==> config.mk <==
export PLATFORM = sky130hd
export DESIGN_NAME = gpenp_top
export DESIGN_NICKNAME = d
export VERILOG_FILES = /design/src/pkg/gpenp_pkg.sv /design/src/pkg/gpenp_evt_if.sv /design/src/design/gpenp_pin.sv /design/src/design/gpenp_top.sv
export SDC_FILE = /design/constraint.sdc
export NUM_CORES = 1
export LEC_CHECK = 0
export BUFFER_PORTS_ARGS = -buffer_cell sky130_fd_sc_hd__buf_2
export CAP_MARGIN = 0
export CELL_PAD_IN_SITES_DETAIL_PLACEMENT = 0
export CELL_PAD_IN_SITES_GLOBAL_PLACEMENT = 1
export CORE_MARGIN = 4
export CORE_UTILIZATION = 32
export CTS_CLUSTER_SIZE = 14
export DETAILED_ROUTE_END_ITERATION = 10
export PLACE_DENSITY_LB_ADDON = 0.1
export REMOVE_ABC_BUFFERS = 1
export SYNTH_ARGS = -nofsm -noshare
export SYNTH_HDL_FRONTEND = slang
export SYNTH_HIERARCHICAL = 1
export SYNTH_SLANG_ARGS = --single-unit
export TNS_END_PERCENT = 10
==> constraint.sdc <==
create_clock -name clk -period 3 [get_ports clk]
set_clock_uncertainty 0.1 [all_clocks]
set_input_delay 0.45 -clock clk [delete_from_list [all_inputs] [get_ports clk]]
set_output_delay 0.45 -clock clk [all_outputs]
set_load 0.01 [all_outputs]
==> src/pkg/gpenp_pkg.sv <==
// constants and register layout of the gpio event notification port
package gpenp_pkg;
    localparam int PIN_N = 8;
    // configuration space indices
    localparam logic [7:0] IDX_SEL   = 8'hF0;
    localparam logic [7:0] IDX_CFG1  = 8'hF1;
    localparam logic [7:0] IDX_EVR   = 8'hF2;
    localparam logic [7:0] IDX_CFG2  = 8'hF3;
    localparam logic [7:0] IDX_MODE  = 8'hF8;
    // runtime offsets
    localparam logic [2:0] OFS_DO    = 3'h0;
    localparam logic [2:0] OFS_DI    = 3'h1;
    localparam logic [2:0] OFS_EVEN  = 3'h2;
    localparam logic [2:0] OFS_EVST  = 3'h3;
    localparam logic [2:0] OFS_DIO   = 3'h4;
    // reset values
    localparam logic [7:0] RST_SEL   = 8'h00;
    localparam logic [7:0] RST_CFG1  = 8'h40;
    localparam logic [7:0] RST_EVR   = 8'h01;
    localparam logic [7:0] RST_CFG2  = 8'h00;
    localparam logic [7:0] RST_MODE  = 8'h01;
    localparam logic [7:0] RST_OUT   = 8'hFF;
    localparam logic [7:0] RST_EVEN  = 8'h00;
    localparam logic [7:0] RST_EVST  = 8'h00;
    // field positions
    localparam int C1_OE     = 0;
    localparam int C1_PP     = 1;
    localparam int C1_PU     = 2;
    localparam int C1_LOCK   = 3;
    localparam int C1_TYPE   = 4;
    localparam int C1_POL    = 5;
    localparam int C1_DEB    = 6;
    localparam int C2_LOAD   = 4;
    localparam int EVR_IRQ   = 0;
    localparam int EVR_SMI   = 1;
    localparam int MODE_SEP  = 0;
    localparam int SEL_W     = 3;
    // bits frozen by the lock bit
    localparam logic [7:0] C1_LOCK_MASK = 8'h8F;
    localparam logic [7:0] C2_LOCK_MASK = 8'h10;
    // timing: 1 ms divider tick, 16 ms debounce
    localparam longint CLK_HZ       = 125000000;
    localparam int     TICK_TIME_US = 1000;
    localparam int     TICK_CYC_DEF =
        int'(CLK_HZ * TICK_TIME_US / 1000000);
    localparam int     DEB_TIME_MS  = 16;
    localparam int     DEB_TICKS_DEF = DEB_TIME_MS * 1000 / TICK_TIME_US;
endpackage

==> src/pkg/gpenp_evt_if.sv <==
// per-pin event detector signals between port core and pin detector
`timescale 1ns/1ps
interface gpenp_evt_if;
    logic lvl;     // filtered synchronised pin level
    logic tick;    // 1 ms enable pulse
    logic deb_en;  // debounce enable
    logic ev_lvl;  // 1 = level event, 0 = edge event
    logic ev_pol;  // 1 = rising / high
    logic hit;     // active edge or level seen this cycle
    modport core (output lvl, tick, deb_en, ev_lvl, ev_pol, input hit);
    modport pin  (input lvl, tick, deb_en, ev_lvl, ev_pol, output hit);
endinterface

==> src/design/gpenp_pin.sv <==
// per-pin debouncer and edge or level event detector
`timescale 1ns/1ps
module gpenp_pin
    import gpenp_pkg::*;
#(
    parameter int DEB_TICKS = DEB_TICKS_DEF
)
(
    // clock and reset
    input  wire logic   clk,
    input  wire logic   rst_n,
    // event detector link
    gpenp_evt_if.pin    ev
);
    localparam int CW = $clog2(DEB_TICKS + 1);

    logic          deb_q;
    logic          deb_d;
    logic [CW-1:0] cnt_q;
    logic [CW-1:0] cnt_d;
    logic          prev_q;
    logic          prev_d;
    logic          det;

    // level must stay put for a whole period; any bounce restarts it
    always_comb
    begin
        deb_d = deb_q;
        cnt_d = cnt_q;
        if (ev.lvl == deb_q)
            cnt_d = '0;
        else if (ev.tick)
        begin
            if (cnt_q == CW'(DEB_TICKS - 1))
            begin
                deb_d = ev.lvl;
                cnt_d = '0;
            end
            else
                cnt_d = cnt_q + CW'(1);
        end
        prev_d = det;
    end

    always_ff @(posedge clk or negedge rst_n)
    begin
        if (!rst_n)
        begin
            deb_q  <= 1'b1;
            cnt_q  <= '0;
            prev_q <= 1'b1;
        end
        else
        begin
            deb_q  <= deb_d;
            cnt_q  <= cnt_d;
            prev_q <= prev_d;
        end
    end

    // level events fire every cycle while active, so status re-sets
    assign det    = ev.deb_en ? deb_q : ev.lvl;
    assign ev.hit = ev.ev_lvl ? (det == ev.ev_pol)
                  : ((det != prev_q) && (det == ev.ev_pol));
endmodule

==> src/design/gpenp_top.sv <==
// gpio event notification port: registers, pins and notification
`timescale 1ns/1ps
module gpenp_top
    import gpenp_pkg::*;
#(
    parameter int TICK_CYCLES = TICK_CYC_DEF,
    parameter int DEB_TICKS   = DEB_TICKS_DEF
)
(
    // clock and standby reset
    input  wire logic             clk,
    input  wire logic             rst_n,
    // device level status
    input  wire logic             blk_active,
    input  wire logic             main_pwr_ok,
    input  wire logic [PIN_N-1:0] pin_mux_gpio,
    // configuration space access
    input  wire logic             cfg_wr,
    input  wire logic             cfg_rd,
    input  wire logic [7:0]       cfg_index,
    // runtime register access
    input  wire logic             rt_wr,
    input  wire logic             rt_rd,
    input  wire logic [2:0]       rt_offset,
    // shared data
    input  wire logic [7:0]       reg_wdata,
    output logic      [7:0]       reg_rdata,
    // port pins
    input  wire logic [PIN_N-1:0] pin_in,
    output logic      [PIN_N-1:0] pin_out,
    output logic      [PIN_N-1:0] pin_oe,
    output logic      [PIN_N-1:0] pin_pu_en,
    // notification targets
    output logic                  irq_req,
    output logic                  smi_n
);
    localparam int TW = $clog2(TICK_CYCLES);

    // pin synchroniser, three stages and agreement filter
    logic [PIN_N-1:0] sy1_q;
    logic [PIN_N-1:0] sy2_q;
    logic [PIN_N-1:0] sy3_q;
    logic [PIN_N-1:0] lvl_q;
    logic [PIN_N-1:0] lvl_d;

    // divider
    logic [TW-1:0]    tick_cnt_q;
    logic [TW-1:0]    tick_cnt_d;
    logic             tick_q;
    logic             tick_d;

    // configuration sets
    logic [7:0]       sel_q;
    logic [7:0]       sel_d;
    logic [7:0]       mode_q;
    logic [7:0]       mode_d;
    logic [7:0]       cfg1_q [PIN_N];
    logic [7:0]       cfg1_d [PIN_N];
    logic [7:0]       evr_q  [PIN_N];
    logic [7:0]       evr_d  [PIN_N];
    logic [7:0]       cfg2_q [PIN_N];
    logic [7:0]       cfg2_d [PIN_N];

    // runtime registers
    logic [PIN_N-1:0] out_q;
    logic [PIN_N-1:0] out_d;
    logic [PIN_N-1:0] en_q;
    logic [PIN_N-1:0] en_d;
    logic [PIN_N-1:0] st_q;
    logic [PIN_N-1:0] st_d;

    // outputs
    logic [7:0]       rdata_q;
    logic [7:0]       rdata_d;
    logic [PIN_N-1:0] oe_q;
    logic [PIN_N-1:0] oe_d;
    logic [PIN_N-1:0] pu_q;
    logic [PIN_N-1:0] pu_d;
    logic             irq_q;
    logic             irq_d;
    logic             smi_n_q;
    logic             smi_n_d;

    // derived per-pin vectors
    logic [PIN_N-1:0] lock_v;
    logic [PIN_N-1:0] load_v;
    logic [PIN_N-1:0] r_irq_v;
    logic [PIN_N-1:0] r_smi_v;
    logic [PIN_N-1:0] iso_v;
    logic [PIN_N-1:0] in_v;
    logic [PIN_N-1:0] hit_v;
    logic [PIN_N-1:0] pend_v;
    logic [SEL_W-1:0] psel;
    logic             rt_ok;
    logic             sep;

    assign psel  = sel_q[SEL_W-1:0];
    assign rt_ok = blk_active && main_pwr_ok;
    assign sep   = mode_q[MODE_SEP];

    // per-pin slices of the configuration arrays
    always_comb
    begin
        for (int i = 0; i < PIN_N; i++)
        begin
            lock_v[i]  = cfg1_q[i][C1_LOCK];
            load_v[i]  = cfg2_q[i][C2_LOAD];
            r_irq_v[i] = evr_q[i][EVR_IRQ];
            r_smi_v[i] = evr_q[i][EVR_SMI];
        end
    end

    // supply-load pins lose their buffers while main supply is off
    assign iso_v = load_v & {PIN_N{~main_pwr_ok}};
    assign in_v  = lvl_q & ~iso_v;

    // a change counts only once stages two and three agree
    always_comb
    begin
        lvl_d = (~(sy2_q ^ sy3_q) & sy3_q) | ((sy2_q ^ sy3_q) & lvl_q);
    end

    always_ff @(posedge clk or negedge rst_n)
    begin
        if (!rst_n)
        begin
            sy1_q <= '1;
            sy2_q <= '1;
            sy3_q <= '1;
            lvl_q <= '1;
        end
        else
        begin
            sy1_q <= pin_in;
            sy2_q <= sy1_q;
            sy3_q <= sy2_q;
            lvl_q <= lvl_d;
        end
    end

    // 1 ms enable for the debouncers
    always_comb
    begin
        tick_d     = 1'b0;
        tick_cnt_d = tick_cnt_q + TW'(1);
        if (tick_cnt_q == TW'(TICK_CYCLES - 1))
        begin
            tick_cnt_d = '0;
            tick_d     = 1'b1;
        end
    end

    always_ff @(posedge clk or negedge rst_n)
    begin
        if (!rst_n)
        begin
            tick_cnt_q <= '0;
            tick_q     <= 1'b0;
        end
        else
        begin
            tick_cnt_q <= tick_cnt_d;
            tick_q     <= tick_d;
        end
    end

    // one detector per pin, fed from the real pin level
    for (genvar g = 0; g < PIN_N; g++)
    begin : g_pin
        gpenp_evt_if ev ();
        assign ev.lvl    = in_v[g];
        assign ev.tick   = tick_q;
        assign ev.deb_en = cfg1_q[g][C1_DEB];
        assign ev.ev_lvl = cfg1_q[g][C1_TYPE];
        assign ev.ev_pol = cfg1_q[g][C1_POL];
        assign hit_v[g]  = ev.hit & ~iso_v[g];
        gpenp_pin #(
            .DEB_TICKS (DEB_TICKS)
        ) u_pin (
            .clk   (clk),
            .rst_n (rst_n),
            .ev    (ev)
        );
    end

    // configuration space writes, indexed through the select register
    always_comb
    begin
        sel_d  = sel_q;
        mode_d = mode_q;
        for (int i = 0; i < PIN_N; i++)
        begin
            cfg1_d[i] = cfg1_q[i];
            evr_d[i]  = evr_q[i];
            cfg2_d[i] = cfg2_q[i];
        end
        if (cfg_wr)
        begin
            case (cfg_index)
                IDX_SEL:  sel_d = reg_wdata;
                IDX_MODE: mode_d = reg_wdata;
                IDX_EVR:  evr_d[psel] = reg_wdata;
                IDX_CFG1:
                begin
                    if (lock_v[psel])
                        cfg1_d[psel] = (cfg1_q[psel] & C1_LOCK_MASK)
                                     | (reg_wdata & ~C1_LOCK_MASK);
                    else
                        cfg1_d[psel] = reg_wdata;
                end
                IDX_CFG2:
                begin
                    if (lock_v[psel])
                        cfg2_d[psel] = (cfg2_q[psel] & C2_LOCK_MASK)
                                     | (reg_wdata & ~C2_LOCK_MASK);
                    else
                        cfg2_d[psel] = reg_wdata;
                end
                default: ;
            endcase
        end
    end

    // standby reset only; main supply loss keeps configuration
    always_ff @(posedge clk or negedge rst_n)
    begin
        if (!rst_n)
        begin
            sel_q  <= RST_SEL;
            mode_q <= RST_MODE;
            for (int i = 0; i < PIN_N; i++)
            begin
                cfg1_q[i] <= RST_CFG1;
                evr_q[i]  <= RST_EVR;
                cfg2_q[i] <= RST_CFG2;
            end
        end
        else
        begin
            sel_q  <= sel_d;
            mode_q <= mode_d;
            for (int i = 0; i < PIN_N; i++)
            begin
                cfg1_q[i] <= cfg1_d[i];
                evr_q[i]  <= evr_d[i];
                cfg2_q[i] <= cfg2_d[i];
            end
        end
    end

    // runtime writes: blocked while inactive, limited in common mode
    always_comb
    begin
        logic wr;
        logic [PIN_N-1:0] clr;
        wr   = rt_wr && rt_ok;
        clr  = '0;
        out_d = out_q;
        en_d  = en_q;
        if (wr && (rt_offset == OFS_DIO || (sep && rt_offset == OFS_DO)))
            out_d = (out_q & lock_v) | (reg_wdata & ~lock_v);
        if (wr && sep && rt_offset == OFS_EVEN)
            en_d = reg_wdata;
        if (wr && sep && rt_offset == OFS_EVST)
            clr = reg_wdata;
        // a new event beats a clear in the same cycle
        st_d = (st_q & ~clr) | hit_v;
        st_d = st_d & ~iso_v;
    end

    always_ff @(posedge clk or negedge rst_n)
    begin
        if (!rst_n)
        begin
            out_q <= RST_OUT;
            en_q  <= RST_EVEN;
            st_q  <= RST_EVST;
        end
        else
        begin
            out_q <= out_d;
            en_q  <= en_d;
            st_q  <= st_d;
        end
    end

    assign pend_v = st_q & en_q;

    // pin drive and notification targets
    always_comb
    begin
        for (int i = 0; i < PIN_N; i++)
        begin
            // open drain only pulls low; a 1 releases the pin
            oe_d[i] = cfg1_q[i][C1_OE] && pin_mux_gpio[i] && !iso_v[i]
                   && (cfg1_q[i][C1_PP] || !out_q[i]);
            pu_d[i] = cfg1_q[i][C1_PU] && !iso_v[i];
        end
        // serializer picks the irq slot; this is only the request level
        irq_d   = |(pend_v & r_irq_v) && rt_ok;
        smi_n_d = ~|(pend_v & r_smi_v);
    end

    always_ff @(posedge clk or negedge rst_n)
    begin
        if (!rst_n)
        begin
            oe_q    <= '0;
            pu_q    <= '0;
            irq_q   <= 1'b0;
            smi_n_q <= 1'b1;
        end
        else
        begin
            oe_q    <= oe_d;
            pu_q    <= pu_d;
            irq_q   <= irq_d;
            smi_n_q <= smi_n_d;
        end
    end

    // read data, registered one cycle after the read strobe
    always_comb
    begin
        rdata_d = rdata_q;
        if (cfg_rd)
        begin
            case (cfg_index)
                IDX_SEL:  rdata_d = sel_q;
                IDX_CFG1: rdata_d = cfg1_q[psel];
                IDX_EVR:  rdata_d = evr_q[psel];
                IDX_CFG2: rdata_d = cfg2_q[psel];
                IDX_MODE: rdata_d = mode_q;
                default:  rdata_d = 8'h00;
            endcase
        end
        else if (rt_rd)
        begin
            if (!rt_ok)
                rdata_d = 8'h00;
            else
            begin
                case (rt_offset)
                    OFS_DO:   rdata_d = out_q;
                    OFS_DI:   rdata_d = in_v;
                    OFS_EVEN: rdata_d = en_q;
                    OFS_EVST: rdata_d = st_q;
                    OFS_DIO:  rdata_d = in_v;
                    default:  rdata_d = 8'h00;
                endcase
            end
        end
    end

    always_ff @(posedge clk or negedge rst_n)
    begin
        if (!rst_n)
            rdata_q <= 8'h00;
        else
            rdata_q <= rdata_d;
    end

    assign reg_rdata = rdata_q;
    assign pin_out   = out_q;
    assign pin_oe    = oe_q;
    assign pin_pu_en = pu_q;
    assign irq_req   = irq_q;
    assign smi_n     = smi_n_q;
endmodule

# After elaboration in Yosys (flattened, before gate mapping)
# Index checks and enable logic that the tools add are counted.
# classes
bitwise	47
addsub	9
n_reduce_logical	101
n_lt_le_gt_ge	3
eq_ne	42
n_mux	68
# op_table
cell	count
bitwise mux 64 bit	5
2-to-1 mux 64 bit	2
2-to-1 mux 5 bit	24
bitwise AND 8 bit	11
2-to-1 mux 8 bit	11
binary-select mux 8 bit (select 3 bit)	3
logical AND 1 bit	49
adder 5 x 1 -> 5 bit, second input constant	8
== test 5 x 4 -> 1 bit, second input constant	8
== test 8 bit, second input constant	5
case mux 8 bit (5 select lines)	1
inverter 8 bit	4
case mux 8 bit (4 select lines)	1
demux 8 bit (select 3 bit)	1
OR 8 bit	3
AND reduction 3 bit	8
2-to-1 mux 1 bit	18
nonzero test 2 bit	9
adder 17 x 1 -> 17 bit, second input constant	1
== test 17 bit, second input constant	1
zero test 1 bit	17
2-to-1 mux 17 bit	1
inverter 1 bit	17
== test 1 bit	16
18 further kinds	46
# word_totals
out_inout_bits	34
register_bits	364
inputBits	43

# Longest topological paths before layout
# Gate-level depths: netlist (run 1).
# depth
depth_word	11
ltp_mapped	9
mapped_depth_nobuf	7

# Modules after synthesis
# The synthesis (run 1) kept the hierarchy.
# modules_own_cells
mod	instances	cells_each	area_per_inst_um2	seq_area_each_um2
gpenp_top	1	1097	14015.9	7780.0
gpenp_pin at g_pin[1].u_pin ...	7	34	371.6	177.7
gpenp_pin at g_pin[0].u_pin	1	34	359.1	177.7

# Worst setup path before layout (run 1)
# No wires, ideal clock.
# synth_timing
kind	input to register
startpoint	input cfg_index[2]
endpoint	register with a tool-made name
path_slack_ns	0.975
path_stages	7
setup_ns	0.125
arrival_time_ns	1.800
required_ns	2.775
path_cell_list	and4b_1 buf_2 and4_1 buf_2 and2_1 buf_2 mux2_2
# synth_rtl
item	line_no	source
start: declaration	gpenp_top.sv:20	input wire logic [7:0] cfg_index,

# Final worst setup path (run 1)
# layout_timing
startpoint	register sel_q[1]
endpoint	register cfg1_q[10] in the netlist's numbering
# layout_between
elab_chain_cells	7
# layout_rtl
item	line_no	source
start: declaration	gpenp_top.sv:53	logic [7:0] sel_q;
start signal: assignment	gpenp_top.sv:240	sel_q <= sel_d;
inverter 3 -> 4 bit	gpenp_top.sv:206, gpenp_top.sv:207, gpenp_top.sv:209	
>= comparator 4 bit (not written as such), or another cell as far along	gpenp_top.sv:206, gpenp_top.sv:209	
logical AND 1 bit (not written as such) / 2-to-1 mux 8 bit (equally long branches)	gpenp_top.sv:206, gpenp_top.sv:209	
2-to-1 mux 8 bit (on tied branches)	gpenp_top.sv:206, gpenp_top.sv:209	
demux 8 bit (select 3 bit) / OR 8 x 7 -> 8 bit (equally long branches)	gpenp_top.sv:206, gpenp_top.sv:209, gpenp_top.sv:207	
bitwise mux 64 bit (on tied branches)	gpenp_top.sv:209, gpenp_top.sv:206	
2-to-1 mux 64 bit (*)	gpenp_top.sv:205	if (lock_v[psel])
end signal: indexed assignment	gpenp_top.sv:244	cfg1_q[i] <= cfg1_d[i];
end: declaration	gpenp_top.sv:57	logic [7:0] cfg1_q [PIN_N];
# Mark *: on every way between the ends. The rest lies on a longest branch, timed or not. The select of a mux whose other input is x is not followed.
# A chain may end at the register's enable or synchronous reset.

==> results, run 1 <==
- The run finished with clean final reports.
- The clock root buffer master is sky130_fd_sc_hd__clkbuf_16.
- For the worst setup path, the data required time is 3320 ps.
- The post-placement setup slack is 409 ps.
- The initial antenna violation count came to 0.
- The analysis attributes to cell leakage a power of 9.27 nW.
- The cell family contributing the most delay on the critical path is compound AO/OA/AOI/OAI gates.
- The longest individual stage delay on the worst path is 740 ps.
- By area, the combinational part of the netlist is dominated by multiplexers.
- The register area share after synthesis is 54.2%.
- The post-synthesis async set-or-reset flop share is 100%.
- Setup total negative slack on the finished layout was measured at 0 ps.
- The detail route stage leaves a number of antenna-violating nets equal to 0.
- The I/O pin count is 77.
- For this configuration, the core starts out at a cell density of 32.3%.
- The count of buffering cells on the critical path with inverters included is 0.
- TritonCTS built the clock tree.
- In the final routed layout, each cell accounts on average for 24.5 um.
- A synthesized cell averages 12.4 um2.
- The library cell with the highest instance count after synthesis is sky130_fd_sc_hd__dfrtp_1.
- The core region is 52,600 um2.
- The total number of vias is 11,583.
- The total number of clock tree sinks is 364.
- The final net count is 1,566.
- The die extent in x is 238 um.
- The pre-antenna-repair detailed-routing pass consisted of 5 iterations.
- Fill cells in the final layout number 5,057.
- The clock reaches the later pin of the worst-skew pair after 570 ps.
- Ranked by instance count, the synthesized netlist is headed by sky130_fd_sc_hd__dfrtp_1 (290), sky130_fd_sc_hd__mux2_2 (206), sky130_fd_sc_hd__nand2_1 (131).
- In this run the post-CTS setup repair buffer count came out at 0.
- The H-tree level count is 2.
- After synthesis, the share of cell area in mux cells is 19.8%.
- Headroom to the max-slew limit came out at 46.8%.
- At the end of routability-driven placement, the weighted congestion stood at 0.873.
- After clock tree synthesis, the clock-pin slew on the worst setup and hold paths is 60 ps.
- The least setup slack across all paths after layout is 395 ps.
- The total power per unit cell area is 563 nW/um2.
- The adder-cell share of the synthesized area is 1.14%.
- Setup violations remaining at the end of the flow were counted as 0.
- Across the run, the number of max-cap violations was 0.
- The number of diodes is 0.
- The critical path endpoint category is a flip-flop.
- The initialized floorplan defines 84 standard-cell rows.
- The startpoint class of the critical path is a flip-flop.
- The number of warning messages in the yosys log is 6.
- The fmax is 384 MHz.
- The final critical path takes up 86.8% of the cycle.
- From synthesis to final layout, the design area changed by 18.4%.
- Of the cells placed in the final design, the portion with a size suffix greater than 1 is 37.0%.
- The xor-xnor portion of the synthesized cell area is 1.65%.
- For the pin with the worst max-slew slack, the measured transition is 795 ps.
- Yosys mapped the design onto 85 distinct sky130hd cell types.
- The critical path goes through and2_2, a22oi_1, o211ai_4, mux2i_4, o21ai_0.
- In this run the tool buffered the top-level ports with 76 buffer cells.
- The min-delay analysis places its worst path in the category primary input to flip-flop.
- Using the TritonRoute via totals, the vias-per-cell ratio works out to 5.19.
- The master of the slowest instance on the critical path is sky130_fd_sc_hd__dfrtp_2.
- Yosys attributes the largest share of cell area to sky130_fd_sc_hd__dfrtp_1 (43%), sky130_fd_sc_hd__mux2_2 (14%), sky130_fd_sc_hd__dfstp_2 (11%), sky130_fd_sc_hd__nand2_1 (2.9%), sky130_fd_sc_hd__mux4_2 (2.3%).
- The worst setup path category is flip-flop to flip-flop.
- Entering global routing, the biggest net connects 87 pins.
- The number of pins exceeding their max-slew limit in the final report is 0.
- Across the VDD grid, the largest voltage drop is 0.000330 V.
- Cells fill 38.2% of the core in the end.
- Synthesis produced a netlist whose cell count is 1,369.
- The count of state elements after synthesis is 364.
- Summing the areas of all and, or, nand and nor instances in the mapped netlist gives 11.6% of the synthesized area.
- The number of enable flip-flop cells after synthesis is 0.
- The wire length of the first global-routing pass is 81.8 mm.
- The dominant synthesized flop cell is sky130_fd_sc_hd__dfrtp_1.
- The clock period could shrink to 2610 ps.
- The final number of hold-violating endpoints is 0.
- The library cell with the largest summed area after synthesis is sky130_fd_sc_hd__dfrtp_1.
- Detailed placement ended at an HPWL of 38.9 mm.
- The die area is 56,800 um2.
- The tightest hold path in the finished design has a slack of 35.9 ps.
- The longest clock path from root to sink contains 3 buffers.
- Global routing used 19.2% of the available tracks.
- The share of the synthesized area in the top cell type is 42.7%.
- In this run the worst path has a maximum fanout of 24.
- The complex-gate fraction of the synthesized area is 9.04%.
- Global routing finished with a remaining overflow of 0.
- Setup repair after global routing left no endpoint under its margin.
- Measured along the y axis, the die boundary spans 238 um.
- For this run, design rule violations remaining after detail routing come to 0.
- TritonCTS created 45 clock buffers.
- The cell area that synthesis handed to floorplanning was 17,000 um2.
- The endpoint arrival time on the critical path is 2920 ps.
- The detailed router finished its first iteration with 838 violations.
- After detailed routing, the total wire length is 54.6 mm.
- The via count of the first global-routing pass is 11,897.
placed cells by master (no fill, tap or decap), drive strengths merged, types with 7 or more instances in the layout:
cell         count
xnor2           16
o31ai            9
buf            149
o21ai           60
nand3b           8
nand4b           9
a21oi           34
nand3           60
nor3            11
dfrtp          290
dlygate4sd3     10
and2            13
ha               9
nand2          133
o22ai           16
a41oi            9
nand4            8
maj3             8
a22oi           23
a21boi           8
nand2b          19
inv             35
a311oi           8
clkbuf          67
mux4            20
o21a             8
mux2i           31
mux2           223
nor2            69
and3             7
xor2            16
dfstp           74
a221oi          15
layout make-up:
class / count / area, um2 / area share [%]
Clock inverter: 10 / 128 / 0.635
Clock buffer: 67 / 1320 / 6.56
Sequential cell: 364 / 9210 / 45.8
Inverter: 35 / 131 / 0.654
Multi-Input combinational cell: 909 / 7340 / 36.5
Timing Repair Buffer: 159 / 1110 / 5.54
Tap cell: 688 / 861 / 4.28
per-layer routing:
metal  global-route usage (%)  wire, um  vias up
met3                     2.72      2190       74
li1                         -         -     5285
met4                     5.14      1300        0
met1                     27.9     25900     5966
met5                        0         0        -
met2                     30.4     25200      258
worst register-to-register path: cells and delay by family, from the launching register on:
kind | cells | cell delay (ps)
compound gates | 3 | 780
simple gates | 1 | 360
flops | 1 | 740
mux | 1 | 480
kinds of logic after synthesis:
family	after synthesis
flip-flops	364
buffers and inverters	96
AO/OA/AOI/OAI	222
multiplexers	274
AND/OR/NAND/NOR	364
XOR/XNOR	32
adder cells (fa/ha/maj)	17
through the flow:
step	std cells	power (mW)	area [um2]
4_1_cts	2232	11.5	20100
3_5_place_dp	2145	6.04	18500
3_3_place_gp	2145	6.03	18500
5_1_grt	2232	11.8	20100
2_1_floorplan	1308	5.52	16700
6_report	2232	11.3	20100
where the power goes:
group          internal (mW)  switching [mW]
logic                  0.278           0.498
clock network           3.27            2.09
registers               5.06           0.117
total                   8.60            2.71
final timing paths:
check / slack, ps / end / startpoint / depth (start not counted)
max: 390 / cfg1_q[10] / sel_q[1] / 5
min: 40 / pin_oe[7] / pin_mux_gpio[7] / 3
max reg2reg: 390 / cfg1_q[10] / sel_q[1] / 5
min reg2reg: 250 / sy2_q[7] / sy1_q[7] / 0
max in group asynchronous: 1590 / mode_q[0] / rst_n / 3
min in group asynchronous: 320 / pin_pu_en[5] / rst_n / 2
what timing repair did:
item,in CTS,in global routing
setup endpoints to repair,0,0
hold endpoints to repair,41,0
gates resized for setup,0,0
hold buffers,10,0
No activity file was read; power rests on OpenSTA's default activity.
==> inputs of run 2 (changes only) <==
==> constraint.sdc (replaced) <==
create_clock -name clk -period 3 [get_ports clk]
set_clock_uncertainty 0.1 [all_clocks]
set_input_delay 0.3 -clock clk [delete_from_list [all_inputs] [get_ports clk]]
set_output_delay 0.3 -clock clk [all_outputs]
set_load 0.01 [all_outputs]
==> results, run 2 (synthesis gave the netlist of run 1 again) <==
- The reported leakage power was 9.20 nW (-0.84%).
- The worst slack on hold paths came to 54.3 ps (+18.5 ps).
- The core region area is 52,600 um2 (unchanged).
- The placement-stage cell area was 18,400 um2 (-0.74%).
- The die extent in x is 238 um (unchanged).
- The area growth from synthesis to layout is 17.7%.
- The minimum period implied by the final worst setup slack was 2810 ps (+205 ps).
- The peak supply drop is 0.000361 V (+9.5%).
- The number of diodes came to 0 (unchanged).
- The total power per unit cell area is 558 nW/um2 (-0.90%).
- Leaving out fill and tap cells, the most frequent cell in the layout is sky130_fd_sc_hd__dfrtp_1.
- The wire length of the first global-routing pass is 83.4 mm (+1.9%).
- The first-pass detailed-route iteration total is 5 (unchanged).
- The final weighted congestion in routability-driven placement came to 0.902 (+3.4%).
- The critical path endpoint category is a flip-flop.
- The number of pins exceeding their max-slew limit in the final report is 0 (unchanged).
- The leftover overflow at the end of global routing was 0 (unchanged).
- The setup TNS is 0 ps (unchanged).
- The I/O pin count is 77 (unchanged).
- The actual slew at the worst max-slew pin is 745 ps (-49.5 ps).
- The number of buffers inserted during clock tree synthesis is 46 (+2.2%).
- The number of DRC violations after detailed routing is 0 (unchanged).
- The number of buffer cells added on primary ports is 76 (unchanged).
- The starting density of the core came to 32.3% (unchanged).
- The largest fanout on the critical path is 23 (-4.2%).
- The die height is 238 um (unchanged).
- The clock root buffer master is sky130_fd_sc_hd__clkbuf_16.
- Leaving out fill and tap cells, the most frequent cells in the layout are sky130_fd_sc_hd__dfrtp_1 (287), sky130_fd_sc_hd__mux2_2 (206), sky130_fd_sc_hd__nand2_1 (131).
- The clock network latency to the later pin of the worst-skew pair came to 590 ps (+20 ps).
- The final number of hold-violating endpoints is 0 (unchanged).
- The post-route clock period utilization was 93.7% (+6.8 points).
- The DRC violation total after the first TritonRoute iteration is 800 (-4.5%).
- The total number of vias is 11,681 (+0.85%).
- The startpoint class of the critical path is a flip-flop.
- The post-detailed-route via-to-cell ratio came to 5.24 (+0.94%).
- The fmax is 356 MHz (-7.3%).
- The post-placement setup slack is 205 ps (-204 ps).
- The total power of the final layout was 11.2 mW (-1.4%).
- The floorplan row count is 84 (unchanged).
- The die area is 56,800 um2 (unchanged).
- The H-tree level count is 2 (unchanged).
- The count of maximum capacitance violations was 0 (unchanged).
- The worst slew margin relative to its limit is 50.1% (+3.3 points).
- The flow ran to the end, and the final reports show no timing, DRC or antenna violations.
- The clock input transition at the sequential cells of the worst setup and hold paths is 60 ps (about the same).
- The final count of negative-setup-slack endpoints is 0 (unchanged).
- The layout cell share with drive strength beyond 1 is 35.9% (-1.1 points).
- The maximum number of pins on one net before global-route repair is 74 (-15%).
- The post-route antenna net violation count was 0 (unchanged).
- The worst setup path category is flip-flop to flip-flop.
- The least setup slack across all paths after layout was 189 ps (-205 ps).
- Setup repair after global routing left no endpoint under its margin.
- The initial antenna violation count is 1 (+1).
- The maximum number of buffers from clock root to sink is 3 (unchanged).
- The post-DP HPWL is 39.3 mm (+0.89%).
- The clock tree from TritonCTS is yes.
- The required time of the critical path came to 3400 ps (+80 ps).
- The final net count came to 1,559 (-0.45%).
- The summed area of non-filler cells in the final layout is 20,000 um2 (-0.53%).
- The endpoint arrival time on the critical path is 3210 ps (+290 ps).
- The via count of the first global-routing pass is 12,012 (+0.97%).
- The buffer count from post-CTS setup fixing came to 0 (unchanged).
- The post-detailed-route wirelength per cell is 25.0 um (+2.3%).
- The total number of clock tree sinks is 364 (unchanged).
- The total wirelength of the detailed-routed design is 55.8 mm (+2.2%).
- The type of the worst min-delay path is primary input to flip-flop.
- The combined global-route utilization of all metal layers is 19.7% (+0.42 points).
[run 2: cell count changes in the layout (fill, tap and decap cells not counted)]
cell | previous run | this run
sky130_fd_sc_hd__dlygate4sd3_1 | 10 | 17
sky130_fd_sc_hd__clkinv_8 | 0 | 1
sky130_fd_sc_hd__inv_6 | 0 | 2
sky130_fd_sc_hd__buf_4 | 67 | 54
sky130_fd_sc_hd__clkbuf_1 | 11 | 20
sky130_fd_sc_hd__buf_12 | 6 | 4
sky130_fd_sc_hd__clkbuf_16 | 45 | 46
sky130_fd_sc_hd__bufinv_16 | 3 | 0
sky130_fd_sc_hd__clkbuf_8 | 11 | 8
sky130_fd_sc_hd__clkinv_4 | 0 | 2
sky130_fd_sc_hd__clkinv_2 | 6 | 4
sky130_fd_sc_hd__clkinvlp_4 | 1 | 0
[run 2: final timing paths]
check	startpoint	end	slack, ps	depth (start not counted)
min reg2reg	sy1_q[6]	sy2_q[6]	250	0
min in group asynchronous	rst_n	g_pin[7].u_pin/cnt_q[4]	170	2
max in group asynchronous	rst_n	sy1_q[1]	1700	3
min	cfg_rd	reg_rdata[4]	50	3
max	sel_q[1]	cfg1_q[50]	190	6
max reg2reg	sel_q[1]	cfg1_q[50]	190	6
[run 2: power by group]
part	total (mW)	internal [mW]	switching [mW]
Sequential	5.18	5.06	0.125
Clock	5.22	3.05	2.17
Combinational	0.753	0.265	0.488
[run 2: critical path, stage by stage (launching register included)]
cell                      delay [ps]
sky130_fd_sc_hd__dfrtp_2         580
sky130_fd_sc_hd__buf_12          250
sky130_fd_sc_hd__nor2_1          600
sky130_fd_sc_hd__a22oi_1         150
sky130_fd_sc_hd__o22ai_1         570
sky130_fd_sc_hd__mux2i_4         250
sky130_fd_sc_hd__o21ai_0         220
[run 2: timing repair]
| item | 4_1_cts | 5_1_grt |
|---|---|---|
| endpoints found under the hold margin | 74 | 0 |
| resized for setup | 0 | 0 |
| hold buffers | 17 | 0 |
[run 2: through the flow]
stage / std cells / util (%)
after global placement: 2130 / 35.0
after CTS: 2230 / 38.0
after detailed placement: 2130 / 35.0
after floorplan: 1308 / -
after global routing: 2230 / 38.0
final: 2230 / 38.0
[run 2: final cells by class]
class / count / area [um2]
Multi-Input combinational cell: 909 / 7340
Timing Repair Buffer: 151 / 1050
Sequential cell: 364 / 9210
Inverter: 35 / 131
Clock buffer: 74 / 1340
Fill cell: 5091 / 32600
Clock inverter: 9 / 71.3
Tap cell: 688 / 861
[run 2: routing by layer]
| metal | global-route usage, % | wire [um] |
|---|---|---|
| met2 | 31.4 | 25800 |
| met4 | 5.00 | 1340 |
| met5 | 0 | 0 |
| met1 | 27.9 | 26000 |
| met3 | 3.57 | 2660 |
